===== src/hdl/nvmp_pkg.sv =====
package nvmp_pkg;
  // clock
  localparam int CLK_PERIOD_NS = 8;
  // parallel command codes
  localparam logic [7:0] CMD_NOP = 8'h00;
  localparam logic [7:0] CMD_WRITE_FLASH = 8'h10;
  localparam logic [7:0] CMD_WRITE_EEPROM = 8'h11;
  localparam logic [7:0] CMD_READ_FUSE_LOCK = 8'h04;
  localparam logic [7:0] CMD_READ_SIG_CAL = 8'h08;
  localparam logic [7:0] CMD_WRITE_FUSE = 8'h40;
  localparam logic [7:0] CMD_WRITE_LOCK = 8'h20;
  localparam logic [7:0] CMD_CHIP_ERASE = 8'h80;
  // action select pair codes
  localparam logic [1:0] ACT_ADDR = 2'h0;
  localparam logic [1:0] ACT_DATA = 2'h1;
  localparam logic [1:0] ACT_CMD = 2'h2;
  // serial instruction bytes
  localparam logic [7:0] SER_PREFIX = 8'hac;
  localparam logic [7:0] SER_ENABLE_B2 = 8'h53;
  localparam logic [2:0] SER_ERASE_B2 = 3'h4;
  localparam logic [7:0] SER_WRITE_EEPROM = 8'hc0;
  localparam logic [4:0] SER_LAST_BIT = 5'h1f;
  // erased content and reset values
  localparam logic [7:0] ERASED_BYTE = 8'hff;
  localparam logic [7:0] FUSE_LOW_RESET = 8'he1;
  localparam logic [7:0] FUSE_HIGH_RESET = 8'hd9;
  localparam logic [7:0] LOCK_RESET = 8'hff;
  localparam logic [15:0] ADDR_RESET = 16'h0000;
  localparam logic [15:0] PIN_IDLE = 16'h0602; // synchroniser reset: write strobe, read enable and reset pin high, load strobe low
  // signature index range
  localparam logic [7:0] SIG_LAST_INDEX = 8'h02;
  // busy timing in ns, and derived least cycle counts (rounded up)
  localparam int T_WRITE_MIN_NS = 3700000;
  localparam int T_WRITE_MAX_NS = 4500000;
  localparam int T_ERASE_MIN_NS = 7500000;
  localparam int T_ERASE_MAX_NS = 9000000;
  localparam int T_BUSY_LOW_MAX_NS = 1000;
  localparam int WRITE_BUSY_CYC = (T_WRITE_MIN_NS + CLK_PERIOD_NS - 1) / CLK_PERIOD_NS;
  localparam int ERASE_BUSY_CYC = (T_ERASE_MIN_NS + CLK_PERIOD_NS - 1) / CLK_PERIOD_NS;
  localparam int BUSY_CNT_W = 21;
  // serial clock least phase, cpu clock at or above 12 MHz
  localparam int SCK_MIN_PHASE_CYC = 3;
  localparam int SCK_CNT_W = 3;
endpackage : nvmp_pkg


===== src/hdl/nvmp_port.sv =====
// Summary of operation
// command 0x04 selects fuse and lock readout while read drive enable low
// readout, both byte selects 0: low fuse byte, 0 means programmed
// readout, both byte selects 1: high fuse byte
// readout, select two 0 and select one 1: lock bits
// command 0x08 plus address 0..2: signature byte with select one 0
// command 0x08 with select one 1: calibration byte
// busy goes low within 1 us of write strobe falling
// write commands release busy 3.7 to 4.5 ms after strobe
// chip erase releases busy 7.5 to 9 ms after strobe
// read drive enable high: data bus released
// serial programming only while reset pin held low
// programming enable first; no program or erase before it
// serial clock and data in are inputs, data out driven
// serial eeprom writes carry automatic erase of the location
// chip erase fills program and eeprom arrays with 0xff
// programmer holds each clock phase beyond least cpu cycles
// valid cpu clock present during serial programming
// action pair 10, select one 0, load strobe pulse loads command
// action pair 00, select one 0, load strobe pulse loads address low
// command and address kept until reloaded
// serial clock synchronised, edges taken after least phase
module nvmp_port
  import nvmp_pkg::*;
#(
  parameter int WRITE_BUSY_CYCLES = WRITE_BUSY_CYC,
  parameter int ERASE_BUSY_CYCLES = ERASE_BUSY_CYC,
  parameter logic [7:0] SIG_BYTE0 = 8'h5a, // arbitrary
  parameter logic [7:0] SIG_BYTE1 = 8'h3c, // arbitrary
  parameter logic [7:0] SIG_BYTE2 = 8'h01, // arbitrary
  parameter logic [7:0] CALIB_BYTE = 8'h80
) (
  // clock and reset
  input wire logic sys_clk,
  input wire logic nrst,
  // parallel programming pins
  input wire logic load_strobe_clock,
  input wire logic [1:0] action_select_pair,
  input wire logic byte_select_one,
  input wire logic byte_select_two,
  input wire logic write_strobe_n,
  input wire logic read_enable_n,
  input wire logic [7:0] data_in,
  output logic [7:0] data_out,
  output logic data_oe,
  output logic ready_busy_flag,
  // serial programming pins
  input wire logic prog_reset_n,
  input wire logic sck,
  input wire logic mosi,
  output logic miso,
  output logic miso_oe,
  // requests to the memory arrays
  output logic nvm_write_req,
  output logic nvm_erase_all_req,
  output logic nvm_auto_erase,
  output logic [15:0] nvm_addr,
  output logic [7:0] nvm_wdata,
  // status
  output logic serial_enabled
);

  logic rst_a;
  logic rst_n;
  logic [15:0] pin_a;
  logic [15:0] pin_b;
  logic lsc_d;
  logic wr_d;
  logic [7:0] command;
  logic [15:0] address;
  logic [7:0] data_latch;
  logic [7:0] fuse_low;
  logic [7:0] fuse_high;
  logic [7:0] lock_bits;
  logic [BUSY_CNT_W-1:0] busy_cnt;
  logic sck_level;
  logic sck_rise;
  logic sck_fall;
  logic [31:0] rx_shift;
  logic [7:0] tx_shift;
  logic [4:0] bit_cnt;
  logic ser_done;
  logic [31:0] next_rx;
  logic par_load;
  logic par_write;
  logic ser_erase;
  logic ser_eeprom;
  logic [7:0] next_read;

  // synchronised pin copies
  logic lsc_s, bs1_s, bs2_s, wr_n_s, oe_n_s, prst_n_s, mosi_s;
  logic [1:0] act_s;
  logic [7:0] din_s;
  logic mosi_a;
  logic mosi_q;
  assign {lsc_s, act_s, bs1_s, bs2_s, wr_n_s, oe_n_s, din_s} = {pin_b[15:2], pin_b[0]};
  assign prst_n_s = pin_b[1];
  assign mosi_s = mosi_q;

  // reset release through two flops
  always_ff @(posedge sys_clk or negedge nrst) begin
    if (!nrst) begin
      rst_a <= 1'b0;
      rst_n <= 1'b0;
    end else begin
      rst_a <= 1'b1;
      rst_n <= rst_a;
    end
  end

  // two-flop synchronisers on every pin input
  always_ff @(posedge sys_clk or negedge rst_n) begin
    if (!rst_n) begin
      pin_a <= PIN_IDLE; // idle levels, so no false strobe or session after reset
      pin_b <= PIN_IDLE;
      mosi_a <= 1'b0;
      mosi_q <= 1'b0;
    end else begin
      pin_a <= {load_strobe_clock, action_select_pair, byte_select_one, byte_select_two,
                write_strobe_n, read_enable_n, data_in[7:1], prog_reset_n, data_in[0]};
      pin_b <= pin_a;
      mosi_a <= mosi;
      mosi_q <= mosi_a;
    end
  end

  // edge history of strobes
  always_ff @(posedge sys_clk or negedge rst_n) begin
    if (!rst_n) begin
      lsc_d <= 1'b0;
      wr_d <= 1'b1;
    end else begin
      lsc_d <= lsc_s;
      wr_d <= wr_n_s;
    end
  end

  assign par_load = lsc_s & ~lsc_d;
  assign par_write = wr_d & ~wr_n_s & ready_busy_flag;

  // command, address and data latches held until reloaded
  always_ff @(posedge sys_clk or negedge rst_n) begin
    if (!rst_n) begin
      command <= CMD_NOP;
      address <= ADDR_RESET;
      data_latch <= ERASED_BYTE;
    end else if (par_load) begin
      unique case (act_s)
        ACT_CMD: if (!bs1_s) command <= din_s;
        ACT_ADDR: begin
          if (!bs1_s) address[7:0] <= din_s;
          else address[15:8] <= din_s;
        end
        ACT_DATA: data_latch <= din_s;
        default: ;
      endcase
    end
  end

  // fuse and lock storage; chip erase clears lock bits only
  always_ff @(posedge sys_clk or negedge rst_n) begin
    if (!rst_n) begin
      fuse_low <= FUSE_LOW_RESET;
      fuse_high <= FUSE_HIGH_RESET;
      lock_bits <= LOCK_RESET;
    end else if (par_write) begin
      if (command == CMD_WRITE_FUSE && !bs2_s) begin
        if (bs1_s) fuse_high <= data_latch;
        else fuse_low <= data_latch;
      end else if (command == CMD_WRITE_LOCK) begin
        lock_bits <= lock_bits & data_latch;
      end else if (command == CMD_CHIP_ERASE) begin
        lock_bits <= ERASED_BYTE;
      end
    end else if (ser_erase) begin
      lock_bits <= ERASED_BYTE;
    end
  end

  // readout byte selection
  always_comb begin
    next_read = ERASED_BYTE;
    if (command == CMD_READ_FUSE_LOCK) begin
      if (!bs1_s && !bs2_s) next_read = fuse_low;
      else if (bs1_s && bs2_s) next_read = fuse_high;
      else if (bs1_s && !bs2_s) next_read = lock_bits;
    end else if (command == CMD_READ_SIG_CAL) begin
      if (bs1_s) next_read = CALIB_BYTE;
      else if (address[7:0] == 8'h00) next_read = SIG_BYTE0;
      else if (address[7:0] == 8'h01) next_read = SIG_BYTE1;
      else if (address[7:0] == SIG_LAST_INDEX) next_read = SIG_BYTE2;
    end
  end

  // data bus drive, released three clock cycles after read enable rises
  always_ff @(posedge sys_clk or negedge rst_n) begin
    if (!rst_n) begin
      data_out <= 8'h00;
      data_oe <= 1'b0;
    end else begin
      data_out <= next_read;
      data_oe <= ~oe_n_s & wr_n_s & ((command == CMD_READ_FUSE_LOCK) |
                 (command == CMD_READ_SIG_CAL));
    end
  end

  // self-timed busy period
  always_ff @(posedge sys_clk or negedge rst_n) begin
    if (!rst_n) begin
      busy_cnt <= '0;
      ready_busy_flag <= 1'b1;
    end else if (par_write && command == CMD_CHIP_ERASE) begin
      busy_cnt <= BUSY_CNT_W'(ERASE_BUSY_CYCLES);
      ready_busy_flag <= 1'b0;
    end else if (par_write && (command == CMD_WRITE_FLASH || command == CMD_WRITE_EEPROM ||
                 command == CMD_WRITE_FUSE || command == CMD_WRITE_LOCK)) begin
      busy_cnt <= BUSY_CNT_W'(WRITE_BUSY_CYCLES);
      ready_busy_flag <= 1'b0;
    end else if (ser_erase && ready_busy_flag) begin
      busy_cnt <= BUSY_CNT_W'(ERASE_BUSY_CYCLES);
      ready_busy_flag <= 1'b0;
    end else if (ser_eeprom && ready_busy_flag) begin
      busy_cnt <= BUSY_CNT_W'(WRITE_BUSY_CYCLES);
      ready_busy_flag <= 1'b0;
    end else if (busy_cnt > BUSY_CNT_W'(1)) begin
      busy_cnt <= busy_cnt - 1'b1;
    end else begin
      busy_cnt <= '0;
      ready_busy_flag <= 1'b1;
    end
  end

  // serial clock filter
  nvmp_sck_filter u_sck (
    .sys_clk(sys_clk),
    .rst_n(rst_n),
    .sck_pin(sck),
    .sck_level(sck_level),
    .sck_rise(sck_rise),
    .sck_fall(sck_fall)
  );

  assign next_rx = {rx_shift[30:0], mosi_s};
  assign ser_done = sck_rise & ~prst_n_s & (bit_cnt == SER_LAST_BIT);
  assign ser_erase = ser_done & serial_enabled & (next_rx[31:24] == SER_PREFIX) &
                     (next_rx[23:21] == SER_ERASE_B2);
  assign ser_eeprom = ser_done & serial_enabled & (next_rx[31:24] == SER_WRITE_EEPROM);

  // serial shift in on rising edges, echo out on falling edges
  always_ff @(posedge sys_clk or negedge rst_n) begin
    if (!rst_n) begin
      rx_shift <= '0;
      tx_shift <= 8'h00;
      bit_cnt <= '0;
      miso <= 1'b0;
      miso_oe <= 1'b0;
    end else if (prst_n_s) begin
      bit_cnt <= '0;
      miso_oe <= 1'b0;
    end else begin
      miso_oe <= 1'b1;
      if (sck_rise) begin
        rx_shift <= next_rx;
        bit_cnt <= bit_cnt + 1'b1;
        if (bit_cnt[2:0] == 3'h7) tx_shift <= next_rx[7:0];
        else tx_shift <= {tx_shift[6:0], 1'b0};
      end
      if (sck_fall) miso <= tx_shift[7];
    end
  end

  // programming enable state, lost when reset pin rises
  always_ff @(posedge sys_clk or negedge rst_n) begin
    if (!rst_n) begin
      serial_enabled <= 1'b0;
    end else if (prst_n_s) begin
      serial_enabled <= 1'b0;
    end else if (ser_done && next_rx[31:24] == SER_PREFIX &&
                 next_rx[23:16] == SER_ENABLE_B2) begin
      serial_enabled <= 1'b1;
    end
  end

  // requests to the arrays
  always_ff @(posedge sys_clk or negedge rst_n) begin
    if (!rst_n) begin
      nvm_write_req <= 1'b0;
      nvm_erase_all_req <= 1'b0;
      nvm_auto_erase <= 1'b0;
      nvm_addr <= ADDR_RESET;
      nvm_wdata <= ERASED_BYTE;
    end else begin
      nvm_write_req <= 1'b0;
      nvm_erase_all_req <= 1'b0;
      if (ser_erase || (par_write && command == CMD_CHIP_ERASE)) begin
        nvm_erase_all_req <= 1'b1;
        nvm_wdata <= ERASED_BYTE;
        nvm_auto_erase <= 1'b0;
      end else if (ser_eeprom && ready_busy_flag) begin
        nvm_write_req <= 1'b1;
        nvm_auto_erase <= 1'b1;
        nvm_addr <= {7'h00, next_rx[16:8]};
        nvm_wdata <= next_rx[7:0];
      end else if (par_write && (command == CMD_WRITE_FLASH ||
                   command == CMD_WRITE_EEPROM)) begin
        nvm_write_req <= 1'b1;
        nvm_auto_erase <= 1'b0;
        nvm_addr <= address;
        nvm_wdata <= data_latch;
      end
    end
  end

endmodule : nvmp_port


===== src/hdl/nvmp_sck_filter.sv =====
module nvmp_sck_filter
  import nvmp_pkg::*;
(
  // clock and reset
  input wire logic sys_clk,
  input wire logic rst_n,
  // raw serial clock pin
  input wire logic sck_pin,
  // filtered level and edge pulses
  output logic sck_level,
  output logic sck_rise,
  output logic sck_fall
);

  logic sync_a;
  logic sync_b;
  logic [SCK_CNT_W-1:0] stable_cnt;

  // two-stage synchroniser
  always_ff @(posedge sys_clk or negedge rst_n) begin
    if (!rst_n) begin
      sync_a <= 1'b0;
      sync_b <= 1'b0;
    end else begin
      sync_a <= sck_pin;
      sync_b <= sync_a;
    end
  end

  // a new level is accepted only once it has stood for the least phase
  always_ff @(posedge sys_clk or negedge rst_n) begin
    if (!rst_n) begin
      stable_cnt <= '0;
      sck_level <= 1'b0;
      sck_rise <= 1'b0;
      sck_fall <= 1'b0;
    end else begin
      sck_rise <= 1'b0;
      sck_fall <= 1'b0;
      if (sync_b == sck_level) begin
        stable_cnt <= '0;
      end else if (stable_cnt == SCK_CNT_W'(SCK_MIN_PHASE_CYC - 1)) begin
        stable_cnt <= '0;
        sck_level <= sync_b;
        sck_rise <= sync_b;
        sck_fall <= ~sync_b;
      end else begin
        stable_cnt <= stable_cnt + 1'b1;
      end
    end
  end

endmodule : nvmp_sck_filter


===== config.mk =====
export PLATFORM = sky130hd
export DESIGN_NAME = nvmp_port
export DESIGN_NICKNAME = d
export VERILOG_FILES = /design/src/hdl/nvmp_pkg.sv /design/src/hdl/nvmp_port.sv /design/src/hdl/nvmp_sck_filter.sv
export SDC_FILE = /design/constraint.sdc
export NUM_CORES = 1
export LEC_CHECK = 0
export ABC_CLOCK_PERIOD_IN_PS = 15500
export BUFFER_PORTS_ARGS = -buffer_cell sky130_fd_sc_hd__buf_2
export CAP_MARGIN = 20
export CELL_PAD_IN_SITES_DETAIL_PLACEMENT = 1
export CELL_PAD_IN_SITES_GLOBAL_PLACEMENT = 1
export CORE_UTILIZATION = 45
export DETAILED_ROUTE_END_ITERATION = 16
export HOLD_SLACK_MARGIN = 0.15
export MAX_ROUTING_LAYER = met4
export PLACE_DENSITY_LB_ADDON = 0.1
export SYNTH_ARGS = -nofsm -noshare
export SYNTH_HDL_FRONTEND = slang
export SYNTH_HIERARCHICAL = 1
export SYNTH_SLANG_ARGS = --single-unit

===== constraint.sdc =====
create_clock -name sys_clk -period 15.5 [get_ports sys_clk]
set_input_delay 0 -clock sys_clk [delete_from_list [all_inputs] [get_ports sys_clk]]
set_output_delay 0 -clock sys_clk [all_outputs]
set_load 0.005 [all_outputs]

After elaboration in Yosys (flattened, before gate mapping)
Cells that the tools add are included.
{"block": "totals", "regBits": 207, "in_bits": 20, "out_inout_bits": 40}
{"block": "classes", "addsub": 3, "n_lt_le_gt_ge": 1, "n_eq_ne": 22, "muxes": 48, "n_bitwise": 21, "n_reduce_logical": 35}
{"operator": "$mux W8", "count": 18}
{"operator": "$mux W21", "count": 5}
{"operator": "$mux W16", "count": 2}
{"operator": "$eq A8 B8 Y1 const B", "count": 3}
{"operator": "$gt A21 B1 Y1 const B", "count": 1}
{"operator": "$sub A21 B1 Y21 const B", "count": 1}
{"operator": "$mux W1", "count": 19}
{"operator": "$reduce_and A3 Y1", "count": 6}
{"operator": "$eq A8 B5 Y1 const B", "count": 2}
{"operator": "$eq A8 B7 Y1 const B", "count": 2}
{"operator": "$and A1 B1 Y1", "count": 11}
{"operator": "$logic_and A1 B1 Y1", "count": 11}
{"operator": "$mux W5", "count": 2}
{"operator": "$reduce_and A2 Y1", "count": 5}
{"operator": "$and A8 B8 Y8", "count": 1}
{"operator": "$eq A8 B1 Y1 const B", "count": 1}
{"operator": "$eq A8 B2 Y1 const B", "count": 1}
{"operator": "$eq A8 B3 Y1 const B", "count": 1}
{"operator": "$eq A8 B4 Y1 const B", "count": 1}
{"operator": "$eq A8 B6 Y1 const B", "count": 1}
{"operator": "$logic_not A8 Y1", "count": 1}
{"operator": "$not A1 Y1", "count": 8}
{"operator": "$reduce_bool A2 Y1", "count": 4}
{"operator": "$eq A3 B3 Y1 const B", "count": 2}
{"operator": "other kinds (16)", "count": 21}

Logic depth before layout (Yosys ltp)
{"block": "logic_depth", "ltp_word": 10, "ltp_mapped": 10, "depth_no_buf": 8}

Hierarchy
Netlist, hierarchy kept.
{"module": "nvmp_port", "instances": 1, "cells_per_inst": 704, "area_each_um2": 8110.3, "seq_area_each_um2": 5031.1}
{"module": "nvmp_sck_filter", "instances": 1, "cells_per_inst": 21, "area_each_um2": 300.3, "seq_area_each_um2": 200.2}

Worst setup path before layout
Ideal clock, no wire load.
{"block": "synth_path", "kind": "register to register", "from": "register bit_cnt[0]", "to": "register nvm_addr[7]", "setup_time_ns": 0.137, "arrival_time_ns": 2.136, "slack_ns": 13.227, "stages_incl_launch_ff": 10, "n_path_buf": 2, "cell_sequence": "dfrtp_1 ha_1 and3_1 ha_1 nor3b_1 and4_1 clkbuf_1 nor2_1 clkbuf_1 a21oi_1"}
{"block": "synth_via", "elab_chain_cells": 8}
{"element": "start: declaration", "line_no": "nvmp_port.sv:81", "rtl": "logic [4:0] bit_cnt;"}
{"element": "start signal: assignment", "line_no": "nvmp_port.sv:264", "rtl": "bit_cnt <= bit_cnt + 1'b1;"}
{"element": "$eq A5 B5 Y1 *", "line_no": "nvmp_port.sv:244", "rtl": "assign ser_done = sck_rise & ~prst_n_s & (bit_cnt == SER_LAST_BIT);"}
{"element": "$and A1 B1 Y1 *", "line_no": "nvmp_port.sv:244"}
{"element": "$and A1 B1 Y1 *", "line_no": "nvmp_port.sv:245, nvmp_port.sv:247"}
{"element": "$and A1 B1 Y1 (2 in series)", "line_no": "nvmp_port.sv:245", "rtl": "assign ser_erase = ser_done & serial_enabled & (next_rx[31:24] == SER_PREFIX) &"}
{"element": "$logic_or A1 B1 Y1", "line_no": "nvmp_port.sv:295", "rtl": "if (ser_erase || (par_write && command == CMD_CHIP_ERASE)) begin"}
{"element": "$not A1 Y1 (no source line)"}
{"element": "$reduce_and A2 Y1 (no source line)"}
{"element": "end signal: assignment", "line_no": "nvmp_port.sv:302", "rtl": "nvm_addr <= {7'h00, next_rx[16:8]};"}
{"element": "end signal: assignment", "line_no": "nvmp_port.sv:308", "rtl": "nvm_addr <= address;"}
{"element": "end: declaration", "line_no": "nvmp_port.sv:57", "rtl": "output logic [15:0] nvm_addr,"}
Mark *: on every way between the ends. The rest lies on a longest branch, timed or not.
A chain may end at the register's enable or synchronous reset.

Worst setup path in the final report
{"block": "layout_path", "from": "register bit_cnt[0]", "to": "register lock_bits[3]"}
{"block": "layout_via", "elab_chain_cells": 7}
{"element": "$eq A5 B5 Y1", "line_no": "nvmp_port.sv:244"}
{"element": "$and A1 B1 Y1", "line_no": "nvmp_port.sv:244"}
{"element": "$and A1 B1 Y1 (3 in series)", "line_no": "nvmp_port.sv:245"}
{"element": "$reduce_bool A2 Y1 (no source line)"}
{"element": "$reduce_and A3 Y1 (no source line)"}
{"element": "end signal: assignment", "line_no": "nvmp_port.sv:171", "rtl": "lock_bits <= lock_bits & data_latch;"}
{"element": "end: declaration", "line_no": "nvmp_port.sv:74", "rtl": "logic [7:0] lock_bits;"}
Every way passes these cells.

==> run summary <==
### Timing
• **part of the cycle the worst path needs** 17.22%
• **total negative setup slack** 0 ns
• **setup violators final** 0
• **Max Transition Viols Final** 0
• **post-route clock skew** 0.01310 ns
• **Max-Slew Margin vs Limit** 41.32%
• **Fmax achieved** 0.3747 GHz
• **shortest period the worst path allows** 2.669 ns
• **RSZ-0062 raised after global routing** false
• **Final Hold Vio Count** 0
• **pin slew with the least headroom to its limit** 0.8721 ns

### Setup path
• **CP startpoint kind** flop
• **data required time of the worst path** 15.94 ns
• **terminus of the critical flop-to-flop path** lock_bits[3]
• **critical setup path kind** reg -> reg
• **Worst path most repeated cell** sky130_fd_sc_hd__ha_1
• **Slowest cell on crit path** sky130_fd_sc_hd__a21oi_1
• **Worst R2R Start** bit_cnt[0]
• **critical path's largest stage delay** 0.70 ns
• **list of cells traversed by the critical path** ha_1 -> and3_1 -> ha_1 -> nor3b_1 -> and4_1 -> a21oi_1 -> a31o_2 -> nand2_1
• **worst r2r path cells** 8
• **maximum fanout count along the critical path** 9
• **arrival time at the worst endpoint** 3.11 ns
• **register-to-register setup slack** 12.83 ns
• **Setup crit end kind** flop

### Final layout
• **Ant. Diodes** 0
• **layout cell share with drive strength beyond 1** 26.55%
• **Layout Cell Area excl Fill** 10,240 um^2
• **count of non-filler cells in the finished layout** 1,084
• **Syn-to-layout area delta** 21.71%
• **layout net count** 862
• **final core area utilization** 56.41%

### Placement
• **Cell Count Post-Placement** 998
• **total placed instance area** 8974 um^2
• **# port buffers** 59
• **HPWL reported at the end of detailed placement** 13.53 mm
• **placer's final routability congestion estimate** 0.8856

### Synthesis
• **Compound-Gate Fraction of Synth Area** 6.754%
• **fraction of the mapped netlist area in simple logic gates** 15.62%
• **post-synthesis net count** 750
• **main combinational cell family by area after synthesis** simple AND/OR/NAND/NOR gates
• **post-synthesis average cell area** 11.60 um^2
• **top area cells in the synthesized netlist** sky130_fd_sc_hd__dfrtp_1 (49%), sky130_fd_sc_hd__dfstp_2 (13%), sky130_fd_sc_hd__mux2_2 (8.3%)
• **share of synthesized cell area in full adder, half adder and majority cells** 0.7438%
• **number of instances in the synthesized netlist** 725
• **top-area cell type share of the netlist area** 49.39%
• **portion of the post-synthesis area used by sequential elements** 62.20%
• **ranking of synthesized cells by instance count** sky130_fd_sc_hd__dfrtp_1 (166), sky130_fd_sc_hd__nand2_1 (145), sky130_fd_sc_hd__mux2_2 (62)
• **Yosys warning total** 6
• **main flop type after synthesis** sky130_fd_sc_hd__dfrtp_1
• **summed instance area of the synthesized netlist** 8411 um^2
• **FF+latch count, synth** 207
• **number of distinct standard cells referenced by the synthesized netlist** 56
• **parity-gate share of the synthesized area counting xor and xnor cells** 2.291%
• **portion of netlist area occupied by mux cells** 10.62%
• **cell type with the highest aggregate area in the netlist** sky130_fd_sc_hd__dfrtp_1
• **most frequently used cell type in the post-synthesis netlist** sky130_fd_sc_hd__dfrtp_1
• **share of async-settable or async-resettable flops after synthesis** 100.0%
• **number of enable-type register cells in the synthesized netlist** 0

### Clocking
• **count of buffers added by post-CTS timing repair for setup** 0
• **insertion delay to the later sink of the worst-skew pair** 0.52 ns
• **TritonCTS buffer count** 24
• **clock root buffer master** sky130_fd_sc_hd__clkbuf_16
• **count of H-tree levels built during CTS** 1
• **CTS tree** done
• **clock-pin slew on the worst setup and hold paths** 0.06 ns
• **total clock sinks** 207
• **maximum root-to-sink buffer count** 3

### Die
• **Chip Height** 138.7 um
• **die width** 138.7 um
• **standard-cell rows** 49
• **starting density of the core** 46.35%
• **I/O pins** 60
• **Core ar.** 18,150 um^2
• **overall die area** 19,240 um^2

### Global route
• **largest net degree at the start of global routing** 91
• **wire length of the first global-routing pass** 33.78 mm
• **vias in the first global route** 6,431
• **total congestion overflow after global routing** 0
• **antenna violations before repair** 0
• **total global routing track utilization** 22.67%

### Pwr
• **VDD IR max** 0.1012 mV
• **cell leakage power** 4.742 nW
• **PD cells** 153.0 nW/um^2

### Route
• **initial DRC count** 209
• **Antenna Violating Nets Remaining** 0
• **Vias** 5,909
• **post-detailed-route wirelength per cell** 18.80 um
• **Routed Wire Length** 20.38 mm
• **first-pass detailed-route iteration total** 12
• **number of remaining DRC errors** 4
• **ratio of routed vias to standard cells** 5.451

### Worst hold path
• **Hold Path Class** reg -> async

### Status
• **failing checks** design-rule violations
• **outcome** complete, but fails checks

### Flow run
• **number of max-cap violations** 0

report_power, final:
| part | internal [mW] | switching (mW) |
|---|---|---|
| logic | 0.122 | 0.114 |
| clock network | 0.348 | 0.221 |
| registers | 0.659 | 0.102 |
| total | 1.13 | 0.437 |
worst max-delay path: cells and delay by family (launching register included):
family          cells  cell delay (ns)
compound gates      2             1.02
simple gates        4             0.72
fa+ha+maj           2             0.44
flops               1             0.41
cell usage in the layout (no fill, tap or decap), drive strengths merged, types with 6 or more instances in the layout:
cell type    Yosys  final
inv             15     16
mux2i           18     18
or3              8      8
o22ai           12     12
nand4            6      6
o21ai           42     42
mux2            63     63
dfrtp          166    166
nand2b           6      6
buf              3     71
xor2             9      9
dfstp           41     41
xnor2           13     13
nor4            11     11
nor3            12     12
clkbuf          20     35
or4              7      7
nand3            9      9
dlygate4sd3      0     38
nand2          145    145
a21oi           20     20
nor2            40     40
what timing repair did:
action	in CTS	in global routing
gates resized for setup	0	0
hold buffers	38	0
hold endpoints to repair	20	0
per-layer routing:
layer | share of wire (%) | global-route usage [%]
met5 | 0 | -
met4 | 2.3 | 5.965
met3 | 3.3 | 3.798
met2 | 50 | 37.70
met1 | 44 | 28.90
registers in the layout, summed over array words and instances, names as in the netlist, 3 cells and up:
register,count
rx_shift,31
busy_cnt,21
address,16
nvm_addr,16
pin_a,16
pin_b,16
command,8
data_latch,8
data_out,8
fuse_high,8
fuse_low,8
lock_bits,8
nvm_wdata,8
tx_shift,8
bit_cnt,5
u_sck/stable_cnt,3
cells by family after synthesis:
kind of cell	after synthesis
muxes	81
adders and majority gates	5
DFF	207
xor gates and xnor gates	22
buffers and inverters	38
other	1
AOI/OAI and AO/OA	96
and+or+nand+nor	275
through the flow:
stage | power (mW) | setup WS, ns | hold WS, ns
2_1_floorplan | 0.8910 | 9.376 | -0.2956
3_3_place_gp | 0.9724 | 12.78 | -0.2139
3_5_place_dp | 0.9939 | 12.64 | -0.2126
4_1_cts | 1.583 | 12.62 | 0.2974
5_1_grt | 1.645 | 12.69 | 0.3291
6_report | 1.566 | 12.83 | 0.2819
final cells by class:
class	instances	area [um^2]
clock buffer	35	701.9
multi-input combinational	480	3043
fill	1912	7911
sequential	207	5235
timing repair buffer	109	800.8
inverter	15	56.30
clock inverter	9	112.6
tap	229	286.5
how the worst max path moves through the flow:
stage                     startpoint      endpoint  slack [ns]  cells after the start
after floorplan                rst_n    address[0]        9.38                      0
after global placement         rst_n  rx_shift[25]       12.78                      2
after detailed placement       rst_n  rx_shift[26]       12.64                      2
after CTS                      rst_n  rx_shift[28]       12.62                      2
after global routing      bit_cnt[0]   nvm_addr[6]       12.69                      8
final                     bit_cnt[0]  lock_bits[3]       12.83                      8
Power figures use the tool's default switching activity.
